==> src/pkg/orlm_consts.svh <==
`ifndef ORLM_CONSTS_SVH
`define ORLM_CONSTS_SVH

// ----------------------------------------
// Register offsets (byte addresses)
// ----------------------------------------
`define ORLM_OFF_LOCK 8'h00
`define ORLM_OFF_CTRL 8'h04
`define ORLM_OFF_STATUS 8'h08
`define ORLM_OFF_ADDR 8'h0C
`define ORLM_OFF_CMD 8'h10
`define ORLM_OFF_DATA 8'h14
`define ORLM_OFF_DEBUG 8'h18

// ----------------------------------------
// Fuse region bounds (last byte of each)
// ----------------------------------------
`define ORLM_SECRET_LAST 9'h01F
`define ORLM_FACTORY_LAST 9'h07F
`define ORLM_PUBLIC_LAST 9'h0BF
`define ORLM_CUSTOMER_LAST 9'h1FF

// ----------------------------------------
// Lock vector bit positions
// ----------------------------------------
`define ORLM_LK_SECRET 2'h0
`define ORLM_LK_FACTORY 2'h1
`define ORLM_LK_PUBLIC 2'h2
`define ORLM_LK_CUSTOMER 2'h3
`define ORLM_LOCK_RST 4'h0

// ----------------------------------------
// Debug configuration byte
// ----------------------------------------
`define ORLM_DBG_BYTE 9'h1E2
`define ORLM_DBG_SEL_BIT 3
`define ORLM_DBG_SEL_POS 6
`define ORLM_DBG_DIS_POS 7

// ----------------------------------------
// Register field positions
// ----------------------------------------
`define ORLM_CTRL_EXIT 0
`define ORLM_CMD_READ 0
`define ORLM_CMD_PROG 1
`define ORLM_ST_SCANNED 0
`define ORLM_ST_EXITED 1
`define ORLM_ST_KEYPROG 2
`define ORLM_ST_BUSY 3
`define ORLM_ST_BLOCKED 4
`define ORLM_ST_EXITPEND 5

`endif

==> src/pkg/orlm_pkg.sv <==
`include "orlm_consts.svh"

package orlm_pkg;

	// Control sequence states
	typedef enum logic [2:0] {
		ORLM_SCAN_REQ,
		ORLM_SCAN_CAP,
		ORLM_DBG_REQ,
		ORLM_DBG_CAP,
		ORLM_IDLE,
		ORLM_RD_CAP
	} orlm_state_t;

	typedef logic [1:0] orlm_region_t;
	typedef logic [8:0] orlm_byte_t;
	typedef logic [11:0] orlm_bitaddr_t;

	// Map a fuse byte number onto the index of its lock bit
	function automatic orlm_region_t orlm_region_of(input orlm_byte_t b);
		if (b <= `ORLM_SECRET_LAST) begin
			return `ORLM_LK_SECRET;
		end else if (b <= `ORLM_FACTORY_LAST) begin
			return `ORLM_LK_FACTORY;
		end else if (b <= `ORLM_PUBLIC_LAST) begin
			return `ORLM_LK_PUBLIC;
		end
		return `ORLM_LK_CUSTOMER;
	endfunction

endpackage

==> src/pkg/orlm_lock_if.sv <==
`timescale 1ns/1ps
`default_nettype none

// Lock state, set requests and the access query between block modules
interface orlm_lock_if;
	logic [3:0] lock;
	logic [3:0] sw_set;
	logic [3:0] hw_set;
	logic [8:0] q_byte;
	logic q_blocked;

	modport regs (input sw_set, input hw_set, output lock);
	modport gate (input lock, input q_byte, output q_blocked);
	modport ctrl (input lock, input q_blocked, output sw_set, output hw_set, output q_byte);
endinterface

`default_nettype wire

==> src/logic/orlm_top.sv <==
//
// Overview of operation
// - Bytes 0-31 hold a 256-bit private key, MSB first, under secret lock.
// - A factory-programmed secret region is locked by boot exit.
// - An unprogrammed secret region stays unlocked after boot exit.
// - Bytes 32-127 are factory reserved; factory lock set at boot exit.
// - Bytes 128-191 hold public key X then Y; boot never locks them.
// - Bytes 192-415 are customer storage; boot exit leaves customer lock clear.
// - Bytes 416-479 hold a second public key under the open customer lock.
// - Byte 482 bit 6 picks the debug protocol: one serial wire, zero four-wire.
// - Byte 482 bit 7 set disables both debug protocols at boot exit.
// - A locked region refuses programming and reads back as zero.
// - Four lock bits, one per region, sit in one lock register.
//
`timescale 1ns/1ps
`default_nettype none
`include "orlm_consts.svh"

module orlm_top (
	input wire logic MCLK,
	input wire logic RST_N,
	input wire logic [7:0] ADDR,
	input wire logic [31:0] WDATA,
	input wire logic WR,
	input wire logic RD,
	output logic [31:0] RDATA,
	output logic FUSE_REQ,
	output logic FUSE_PROG,
	output orlm_pkg::orlm_bitaddr_t FUSE_ADDR,
	input wire logic [7:0] FUSE_RDATA,
	output logic [3:0] LOCK,
	output logic DBG_SWD_SEL,
	output logic DBG_ENABLE,
	output logic BOOT_DONE
);
	import orlm_pkg::*;

	// Bit address of bit zero of a fuse byte, shared by every byte read
	function automatic orlm_bitaddr_t byte_bitaddr(input orlm_byte_t b);
		return {b, 3'h0};
	endfunction

	// ----------------------------------------
	// Lock storage and access gate
	// ----------------------------------------
	orlm_lock_if li ();

	// Set-only lock bits, cleared by reset alone
	orlm_lock_regs u_lock (
		.clk(MCLK),
		.rst_n(RST_N),
		.li(li)
	);

	// Lock lookup for the byte that software addresses
	orlm_fuse_gate u_gate (
		.li(li)
	);

	// ----------------------------------------
	// Control state
	// ----------------------------------------
	orlm_state_t state_r, state_nxt;
	orlm_byte_t idx_r, idx_nxt;
	orlm_bitaddr_t addr_r, addr_nxt;
	logic [7:0] data_r, data_nxt;
	logic key_prog_r, key_prog_nxt;
	logic scanned_r, scanned_nxt;
	logic exited_r, exited_nxt;
	logic exit_pend_r, exit_pend_nxt;
	logic blocked_r, blocked_nxt;
	logic swd_sel_r, swd_sel_nxt;
	logic dbg_dis_r, dbg_dis_nxt;
	logic dbg_en_r, dbg_en_nxt;
	logic freq_r, freq_nxt;
	logic fprog_r, fprog_nxt;
	orlm_bitaddr_t faddr_r, faddr_nxt;
	logic [3:0] sw_set;
	logic [3:0] hw_set;

	// ----------------------------------------
	// Register bus read register and write strobe decode
	// ----------------------------------------
	logic [31:0] rdata_r, rdata_nxt;

	// Strobe decode
	logic wr_lock, wr_ctrl, wr_addr, wr_cmd;
	assign wr_lock = WR && (ADDR == `ORLM_OFF_LOCK);
	assign wr_ctrl = WR && (ADDR == `ORLM_OFF_CTRL);
	assign wr_addr = WR && (ADDR == `ORLM_OFF_ADDR);
	assign wr_cmd = WR && (ADDR == `ORLM_OFF_CMD);

	// Boot exit request from software, honoured only once per reset
	logic exit_req;
	assign exit_req = wr_ctrl && WDATA[`ORLM_CTRL_EXIT] && !exited_r;

	// Software may only add lock bits
	assign sw_set = wr_lock ? WDATA[3:0] : 4'h0;
	assign li.sw_set = sw_set;
	assign li.hw_set = hw_set;

	// Gate query: scan traffic bypasses it, software traffic uses the byte field
	assign li.q_byte = addr_r[11:3];

	// ----------------------------------------
	// Next-state logic of the control group
	// ----------------------------------------
	always_comb begin
		state_nxt = state_r;
		idx_nxt = idx_r;
		addr_nxt = addr_r;
		data_nxt = data_r;
		key_prog_nxt = key_prog_r;
		scanned_nxt = scanned_r;
		exited_nxt = exited_r;
		exit_pend_nxt = exit_pend_r;
		blocked_nxt = blocked_r;
		swd_sel_nxt = swd_sel_r;
		dbg_dis_nxt = dbg_dis_r;
		dbg_en_nxt = dbg_en_r;
		freq_nxt = 1'b0;
		fprog_nxt = 1'b0;
		faddr_nxt = faddr_r;
		hw_set = 4'h0;

		// Address field is writable whenever no software access is in flight
		if (wr_addr && (state_r != ORLM_RD_CAP)) begin
			addr_nxt = WDATA[11:0];
		end

		// Boot exit request is held until the configuration scan is done
		if (exit_req) begin
			exit_pend_nxt = 1'b1;
		end

		unique case (state_r)
			// Read key bytes; any nonzero byte means the factory wrote the key
			ORLM_SCAN_REQ: begin
				freq_nxt = 1'b1;
				faddr_nxt = byte_bitaddr(idx_r);
				state_nxt = ORLM_SCAN_CAP;
			end
			ORLM_SCAN_CAP: begin
				if (FUSE_RDATA != 8'h00) begin
					key_prog_nxt = 1'b1;
				end
				if (idx_r == `ORLM_SECRET_LAST) begin
					state_nxt = ORLM_DBG_REQ;
				end else begin
					idx_nxt = idx_r + 9'h001;
					state_nxt = ORLM_SCAN_REQ;
				end
			end
			// Fetch the debug configuration byte
			ORLM_DBG_REQ: begin
				freq_nxt = 1'b1;
				faddr_nxt = byte_bitaddr(`ORLM_DBG_BYTE);
				state_nxt = ORLM_DBG_CAP;
			end
			ORLM_DBG_CAP: begin
				// Bits 5:0 are test bits and are left alone
				swd_sel_nxt = FUSE_RDATA[`ORLM_DBG_SEL_POS];
				dbg_dis_nxt = FUSE_RDATA[`ORLM_DBG_DIS_POS];
				scanned_nxt = 1'b1;
				state_nxt = ORLM_IDLE;
			end
			// Serve boot exit and software fuse commands
			ORLM_IDLE: begin
				if (exit_pend_r || exit_req) begin
					// Factory lock always, secret lock only for a factory key
					hw_set[`ORLM_LK_FACTORY] = 1'b1;
					hw_set[`ORLM_LK_SECRET] = key_prog_r;
					// Public and customer locks are left to software
					hw_set[`ORLM_LK_PUBLIC] = 1'b0;
					hw_set[`ORLM_LK_CUSTOMER] = 1'b0;
					exited_nxt = 1'b1;
					exit_pend_nxt = 1'b0;
					dbg_en_nxt = !dbg_dis_r;
				end else if (wr_cmd && WDATA[`ORLM_CMD_PROG]) begin
					blocked_nxt = li.q_blocked;
					if (!li.q_blocked) begin
						fprog_nxt = 1'b1;
						freq_nxt = 1'b1;
						faddr_nxt = addr_r;
					end
				end else if (wr_cmd && WDATA[`ORLM_CMD_READ]) begin
					blocked_nxt = li.q_blocked;
					if (li.q_blocked) begin
						data_nxt = 8'h00;
					end else begin
						freq_nxt = 1'b1;
						faddr_nxt = byte_bitaddr(addr_r[11:3]);
						state_nxt = ORLM_RD_CAP;
					end
				end
			end
			// Capture the byte; a lock set meanwhile still forces zero
			ORLM_RD_CAP: begin
				data_nxt = li.q_blocked ? 8'h00 : FUSE_RDATA;
				blocked_nxt = li.q_blocked;
				state_nxt = ORLM_IDLE;
			end
		endcase
	end

	// ----------------------------------------
	// Control group registers
	// ----------------------------------------
	always_ff @(posedge MCLK or negedge RST_N) begin
		if (!RST_N) begin
			state_r <= ORLM_SCAN_REQ;
			idx_r <= 9'h000;
			addr_r <= 12'h000;
			data_r <= 8'h00;
			key_prog_r <= 1'b0;
			scanned_r <= 1'b0;
			exited_r <= 1'b0;
			exit_pend_r <= 1'b0;
			blocked_r <= 1'b0;
			swd_sel_r <= 1'b0;
			dbg_dis_r <= 1'b0;
			dbg_en_r <= 1'b1;
			freq_r <= 1'b0;
			fprog_r <= 1'b0;
			faddr_r <= 12'h000;
		end else begin
			state_r <= state_nxt;
			idx_r <= idx_nxt;
			addr_r <= addr_nxt;
			data_r <= data_nxt;
			key_prog_r <= key_prog_nxt;
			scanned_r <= scanned_nxt;
			exited_r <= exited_nxt;
			exit_pend_r <= exit_pend_nxt;
			blocked_r <= blocked_nxt;
			swd_sel_r <= swd_sel_nxt;
			dbg_dis_r <= dbg_dis_nxt;
			dbg_en_r <= dbg_en_nxt;
			freq_r <= freq_nxt;
			fprog_r <= fprog_nxt;
			faddr_r <= faddr_nxt;
		end
	end

	// ----------------------------------------
	// Read data mux, answered one cycle after the strobe
	// ----------------------------------------
	always_comb begin
		rdata_nxt = 32'h00000000;
		if (RD) begin
			unique case (ADDR)
				`ORLM_OFF_LOCK: begin
					rdata_nxt = {28'h0000000, li.lock};
				end
				`ORLM_OFF_STATUS: begin
					rdata_nxt[`ORLM_ST_SCANNED] = scanned_r;
					rdata_nxt[`ORLM_ST_EXITED] = exited_r;
					rdata_nxt[`ORLM_ST_KEYPROG] = key_prog_r;
					rdata_nxt[`ORLM_ST_BUSY] = (state_r != ORLM_IDLE);
					rdata_nxt[`ORLM_ST_BLOCKED] = blocked_r;
					rdata_nxt[`ORLM_ST_EXITPEND] = exit_pend_r;
				end
				`ORLM_OFF_ADDR: begin
					rdata_nxt = {20'h00000, addr_r};
				end
				`ORLM_OFF_DATA: begin
					rdata_nxt = {24'h000000, data_r};
				end
				`ORLM_OFF_DEBUG: begin
					rdata_nxt[0] = swd_sel_r;
					rdata_nxt[1] = dbg_dis_r;
					rdata_nxt[2] = dbg_en_r;
				end
				default: begin
					rdata_nxt = 32'h00000000;
				end
			endcase
		end
	end

	always_ff @(posedge MCLK or negedge RST_N) begin
		if (!RST_N) begin
			rdata_r <= 32'h00000000;
		end else begin
			rdata_r <= rdata_nxt;
		end
	end

	// ----------------------------------------
	// Outputs, all straight from flip-flops
	// ----------------------------------------
	assign RDATA = rdata_r;
	assign FUSE_REQ = freq_r;
	assign FUSE_PROG = fprog_r;
	assign FUSE_ADDR = faddr_r;
	assign LOCK = li.lock;
	assign DBG_SWD_SEL = swd_sel_r;
	assign DBG_ENABLE = dbg_en_r;
	assign BOOT_DONE = exited_r;
endmodule // orlm_top

`default_nettype wire

==> src/logic/orlm_lock_regs.sv <==
`timescale 1ns/1ps
`default_nettype none
`include "orlm_consts.svh"

module orlm_lock_regs (
	input wire logic clk,
	input wire logic rst_n,
	orlm_lock_if.regs li
);
	import orlm_pkg::*;

	logic [3:0] lock_r;
	logic [3:0] lock_nxt;

	// Locks only ever gain bits; nothing but reset clears them
	always_comb begin
		lock_nxt = lock_r | li.sw_set | li.hw_set;
	end

	always_ff @(posedge clk or negedge rst_n) begin
		if (!rst_n) begin
			lock_r <= `ORLM_LOCK_RST;
		end else begin
			lock_r <= lock_nxt;
		end
	end

	assign li.lock = lock_r;
endmodule // orlm_lock_regs

`default_nettype wire

==> src/logic/orlm_fuse_gate.sv <==
`timescale 1ns/1ps
`default_nettype none

module orlm_fuse_gate (
	orlm_lock_if.gate li
);
	import orlm_pkg::*;

	// A request is blocked while the lock of its region stands
	always_comb begin
		li.q_blocked = li.lock[orlm_region_of(li.q_byte)];
	end
endmodule // orlm_fuse_gate

`default_nettype wire

==> config.mk <==
export PLATFORM = sky130hd
export DESIGN_NAME = orlm_top
export DESIGN_NICKNAME = d
export VERILOG_FILES = /design/src/pkg/orlm_pkg.sv /design/src/pkg/orlm_lock_if.sv /design/src/logic/orlm_top.sv /design/src/logic/orlm_lock_regs.sv /design/src/logic/orlm_fuse_gate.sv
export VERILOG_INCLUDE_DIRS = /design/src /design/src/pkg
export SDC_FILE = /design/constraint.sdc
export NUM_CORES = 1
export LEC_CHECK = 0
export ABC_AREA = 1
export BUFFER_PORTS_ARGS = -buffer_cell sky130_fd_sc_hd__buf_4
export CELL_PAD_IN_SITES_DETAIL_PLACEMENT = 1
export CELL_PAD_IN_SITES_GLOBAL_PLACEMENT = 1
export CORE_ASPECT_RATIO = 1.1
export CORE_UTILIZATION = 34
export DETAILED_ROUTE_END_ITERATION = 12
export PLACE_DENSITY = 0.78
export SETUP_SLACK_MARGIN = 0.4
export SKIP_CTS_REPAIR_TIMING = 1
export SYNTH_ARGS = -nofsm -noshare
export SYNTH_HDL_FRONTEND = slang
export SYNTH_SLANG_ARGS = --single-unit
==> constraint.sdc <==
create_clock -name MCLK -period 1.4 [get_ports MCLK]
set_input_delay 0.21 -clock MCLK [delete_from_list [all_inputs] [get_ports MCLK]]
set_output_delay 0.21 -clock MCLK [all_outputs]
set_load 0.03 [all_outputs]
* Yosys cells after proc, flatten, opt, wreduce, memory -nomap -nowiden
Cells that the tools add are included.
Word-level totals: flip-flop bits (word level) 90, input bits 52, logic and storage cells 122
Operators by class: $add $sub $neg 1, order comparisons 4, equality and inequality tests 22, mux-type cells 49, bitwise gates (word level) 3, reduce and logical (&&, ||, !) cells 26
Operators by type and width (count):
- 12-bit 2-to-1 mux | 6
- 8-bit 2-to-1 mux | 5
- 12-bit one-hot mux with 3 select lines | 1
- 3-bit one-hot mux with 5 select lines | 2
- 8-bit by 5-bit equality test with 1-bit output (second input constant) | 3
- 1-bit 2-to-1 mux | 17
- 8-bit by 4-bit equality test with 1-bit output (second input constant) | 2
- 8-bit one-hot mux with 2 select lines | 1
- 3-bit != test (second input constant) | 5
- 2-bit 2-to-1 mux | 7
- 3-bit 2-to-1 mux | 4
- 3-bit one-hot mux with 4 select lines | 1
- 6-bit one-hot mux with 2 select lines | 1
- 2-bit != test (second input constant) | 5
- 5-bit AND reduction | 2
- 9-bit by 1-bit adder with 9-bit output (second input constant) | 1
- 9-bit by 5-bit equality test with 1-bit output (second input constant) | 1
- 9-bit by 5-bit less-or-equal comparator with 1-bit output (second input constant) | 1
- 9-bit by 7-bit less-or-equal comparator with 1-bit output (second input constant) | 1
- 9-bit by 8-bit less-or-equal comparator with 1-bit output (second input constant) | 1
- 1-bit logical AND | 9
- 8-bit by 3-bit equality test with 1-bit output (second input constant) | 1
- 8-bit zero test | 1
- 8-bit nonzero test | 1
- 19 further kinds | 26

* Depth between registers and ports, before layout
word-level depth 12, mapped depth 10, mapped depth without buffers 10

* Cells and area by module
A second synthesis with hierarchy kept.
Second synthesis, totals: cells, all modules 439, area total of the unflattened synthesis 3611.0 um^2
By module, submodules not included:
- orlm_top | instances 1, cells each 403, area each 3373.2 um^2
- orlm_lock_regs | instances 1, cells each 16, area each 145.1 um^2
- orlm_fuse_gate | instances 1, cells each 20, area each 92.6 um^2

* Least setup slack after synthesis
OpenSTA, ideal clock, no wires.
kind register to register, from register idx_r[0], to register idx_r[5], library setup time 0.122 ns, data arrival time 1.330 ns, required time 1.278 ns, setup slack -0.051 ns, stages on the path, launching flop included 9, path buffers 0, period minus slack after synthesis 1.451 ns, cell sequence dfrtp_1 -> ha_1 -> nand2_1 -> nor2_1 -> nand4_1 -> nand2_1 -> nor2_1 -> nand2_1 -> xor2_1
On the way: word-level cells in the longest chain between the ends 3, elaborated cells between the ends (all ways) 4, those cells by class add/sub (1); eq/ne (1); bitwise (1); reduce/logical (1)
Ends and longest elaborated chain:
- start: declaration | line orlm_top.sv:64 | orlm_byte_t idx_r, idx_nxt;
- start signal: assignment | line orlm_top.sv:228 | idx_r <= idx_nxt;
- parallel branches: the longest is 3 deep, another holds 9-bit by 1-bit adder with 9-bit output
Parallel ways; which one is timed is not known. A chain may end at the register's enable or synchronous reset.

* Worst setup path in the final report
from register exited_r (netlist: BOOT_DONE), to register faddr_r[1] (netlist: FUSE_ADDR[1])
On the way: word-level cells in the longest chain between the ends 5
Ends and longest elaborated chain:
- start: declaration | line orlm_top.sv:69 | logic exited_r, exited_nxt;
- start signal: assignment | line orlm_top.sv:233 | exited_r <= exited_nxt;
- 1-bit zero test | line orlm_top.sv:95 | assign exit_req = wr_ctrl && WDATA[`ORLM_CTRL_EXIT] && !exited_r;
- 1-bit logical AND | line orlm_top.sv:95
- 1-bit logical OR | line orlm_top.sv:169 | if (exit_pend_r || exit_req) begin
- 2-bit != test (no line)
- 5-bit AND reduction (no line)
- end signal: assignment | line orlm_top.sv:241 | faddr_r <= faddr_nxt;
- end: declaration | line orlm_top.sv:77 | orlm_bitaddr_t faddr_r, faddr_nxt;
Every way passes these cells.

==> results by group <==
Worst setup path
  – CP required: 1.65 ns
  – Critical path arrival: between 1.5 and 2 ns
  – Worst Reg2Reg Path Length in Cells: 9
  – Startpoint types: register
  – R2R setup slack: -0.16 ns
  – Largest fanout on the critical path: 7
  – Critical path class: register to register
  – Crit path capture type: register

Die
  – Die Wd: 99.1 µm
  – Io pins: 105
  – Core area: 0.00998 mm²
  – Initial core utilization: 0.354
  – # rows: 38
  – Die height: 109 µm
  – Die ar.: 0.0108 mm²

Routing
  – DR iter-0 viols: 232
  – Final WL: 14900 µm
  – WL/cell: between 20 and 25 µm
  – Vias per cell: around 5.5
  – Final routed DRC violation total: 0
  – Total number of vias: between 3k and 4k
  – Pre-Repair DR Iteration Count: 5
  – Routed Antenna Nets: 0

Cells and area
  – Share of layout cells above drive strength 1: 0.496
  – ANT cells: 0
  – Final core utilization: 0.567
  – P&R area growth vs syn: 60.3%
  – FILL cells: ~1.1k
  – Most frequent cells in the layout: buf_4, dfrtp_1, nand2_1
  – Most common cell after layout, fill and taps aside: buf_4
  – Finished Cell Area: about 0.0057 mm²
  – NumNets Final: 607

Clocking
  – Num Clock Sinks: 70
  – CTS HTree Levels: 3
  – Clock Path Buffers: 2
  – CTS tree: built
  – Clock root cell: clkbuf_8
  – CTS buffer count: 9
  – Clock Latency Late Sink: 0.37 ns
  – Clock Pin Slew Worst Setup and Hold Paths: 0.09 ns

Timing
  – Count of final hold-check violations: 0
  – Fin crit share: 1.12
  – Tmin final: 1.56 ns
  – Final Skew: between 0.02 and 0.025 ns
  – RSZ-0062 raised after global routing: yes
  – Worst hold slack: a little over 0.07 ns
  – Final setup fails: 33
  – Post-route setup slack: -0.163 ns
  – Peak Freq: 640 MHz
  – Slew Viols, Final: 0

Placement
  – Hpwl dp: 8350 µm
  – IO Port Bufs: 64
  – DP Area: 0.00451 mm²
  – GPL Wtd Cong: 0.860
  – Pre-CTS setup slack: -0.158 ns

Power
  – PD cells: 815 mW/mm²
  – Peak supply drop: 0.544 mV
  – Static Leak: 2.77 nW

Yosys
  – Register bit count reported by yosys: 70
  – Distinct cells, synth: 35
  – YS warnings: 0
  – Mapped Cells: around 420
  – Area contributors post-synth: dfrtp_1, nand2_1, inv_1, nand3_1, buf_4
  – Avg Inst Size Synth: 8.34 µm²
  – Area share of the largest cell type after synthesis: 0.489
  – Cell area after synthesis: ~0.0035 mm²
  – Register area share after synthesis: 0.497
  – Yosys top cell by area: dfrtp_1

Flow run
  – Max-cap violations: 0

Min path
  – Worst hold path class: primary input to register
  – Hold path cells: 3

Global route
  – Largest net degree at the start of global routing: 29
  – Grt ovf: 0
  – Vias in the first global route: roughly 3.5k
  – GRT Util Overall: 0.215
  – First-pass GRT wire length: 17600 µm
  – Initial antenna violation count: 0

Status
  – Status: complete, but fails checks
  – Failing checks: setup timing
worst max-delay path, cell delays in order, from the launching register on:
cell and delay (ns):
dfrtp_2 0.42, inv_2 0.06, nand2_2 0.07, nor2_4 0.05, nand3_4 0.13, nand2_8 0.10
nor2_4 0.22, nand3b_4 0.19, nand3_1 0.13, nand2_1 0.06
synth_stat cells:
| cell type | n |
|---|---|
| nand3_1 | 37 |
| clkinv_1 | 1 |
| nand2_2 | 3 |
| buf_4 | 22 |
| a21o_1 | 1 |
| a31oi_1 | 1 |
| dfstp_2 | 1 |
| nor3_1 | 7 |
| a22oi_1 | 4 |
| o21ai_1 | 8 |
| nor2_2 | 4 |
| buf_1 | 1 |
| mux2_2 | 1 |
| o211ai_1 | 8 |
| buf_6 | 3 |
| inv_1 | 54 |
| o22ai_1 | 6 |
| nand2_1 | 93 |
| nor2_1 | 34 |
| nor4_1 | 2 |
| dfrtp_1 | 69 |
| or2_2 | 1 |
| ha_1 | 1 |
| o21ai_0 | 11 |
| conb_1 | 1 |
| xor2_1 | 6 |
| nand3_4 | 1 |
| buf_2 | 4 |
| inv_2 | 2 |
| nor2_4 | 2 |
| nand4_1 | 17 |
| a21oi_1 | 12 |
| nand3b_1 | 1 |
| nor3_2 | 3 |
| nand3b_4 | 1 |
power breakdown:
group,leakage (nW),switching (mW),internal [mW]
combinational,1.78,0.271,0.134
sequential,0.863,0.0198,2.04
clock,0.124,0.862,1.29
cells by family after synthesis:
group / share of synthesized area
compound gates: 0.0840
xor+xnor: 0.0149
fa+ha+maj: 0.00354
buf+inv: 0.124
flops: 0.497
mux: 0.00319
other cells: 0.00106
simple gates: 0.273
metal layers:
metal / vias to the layer above / part of all wire / GRT usage
met5: - / 0 / 0
met4: 0 / 0.043 / 0.0893
met3: 45 / 0.054 / 0.0353
met2: 169 / 0.52 / 0.378
met1: 1892 / 0.38 / 0.264
li1: 1615 / - / -
final cells by class:
cell class                 count  area [µm²]  share of cell area
multi-input combinational    290        2040               0.360
inverter                      57         249              0.0440
timing repair buffer         126        1210               0.214
clock buffer                  13         159              0.0281
clock inverter                 3        90.1              0.0159
tap                          120         150              0.0265
sequential                    70        1760               0.312
per-stage QoR:
| step | TNS, ns | power [mW] | cells |
|---|---|---|---|
| 2_1_floorplan | 0 | 2.28 | 442 |
| 3_3_place_gp | -1.26 | 2.42 | 636 |
| 3_5_place_dp | -3.42 | 2.44 | 636 |
| 4_1_cts | -1.76 | 4.48 | 652 |
| 5_1_grt | -4.42 | 4.71 | 679 |
| 6_report | -2.04 | 4.61 | 679 |
worst paths after layout:
kind | start | to
setup / recovery | BOOT_DONE | FUSE_ADDR[1]
hold / removal | RD | RDATA[4]
setup reg to reg | BOOT_DONE | FUSE_ADDR[1]
hold reg to reg | dbg_dis_r | DBG_ENABLE
max in group asynchronous | RST_N | state_r[1]
min in group asynchronous | RST_N | addr_r[1]
sequential cells by signal, summed over array words and instances, names as in the netlist:
register and flops:
u_lock.li.lock 4, RDATA 12, key_prog_r 1, scanned_r 1, data_r 8, FUSE_PROG 1, dbg_dis_r 1, FUSE_REQ 1
BOOT_DONE 1, addr_r 12, exit_pend_r 1, DBG_SWD_SEL 1, idx_r 9, state_r 3, DBG_ENABLE 1, FUSE_ADDR 12
blocked_r 1
(Power assumes the default switching activity.)
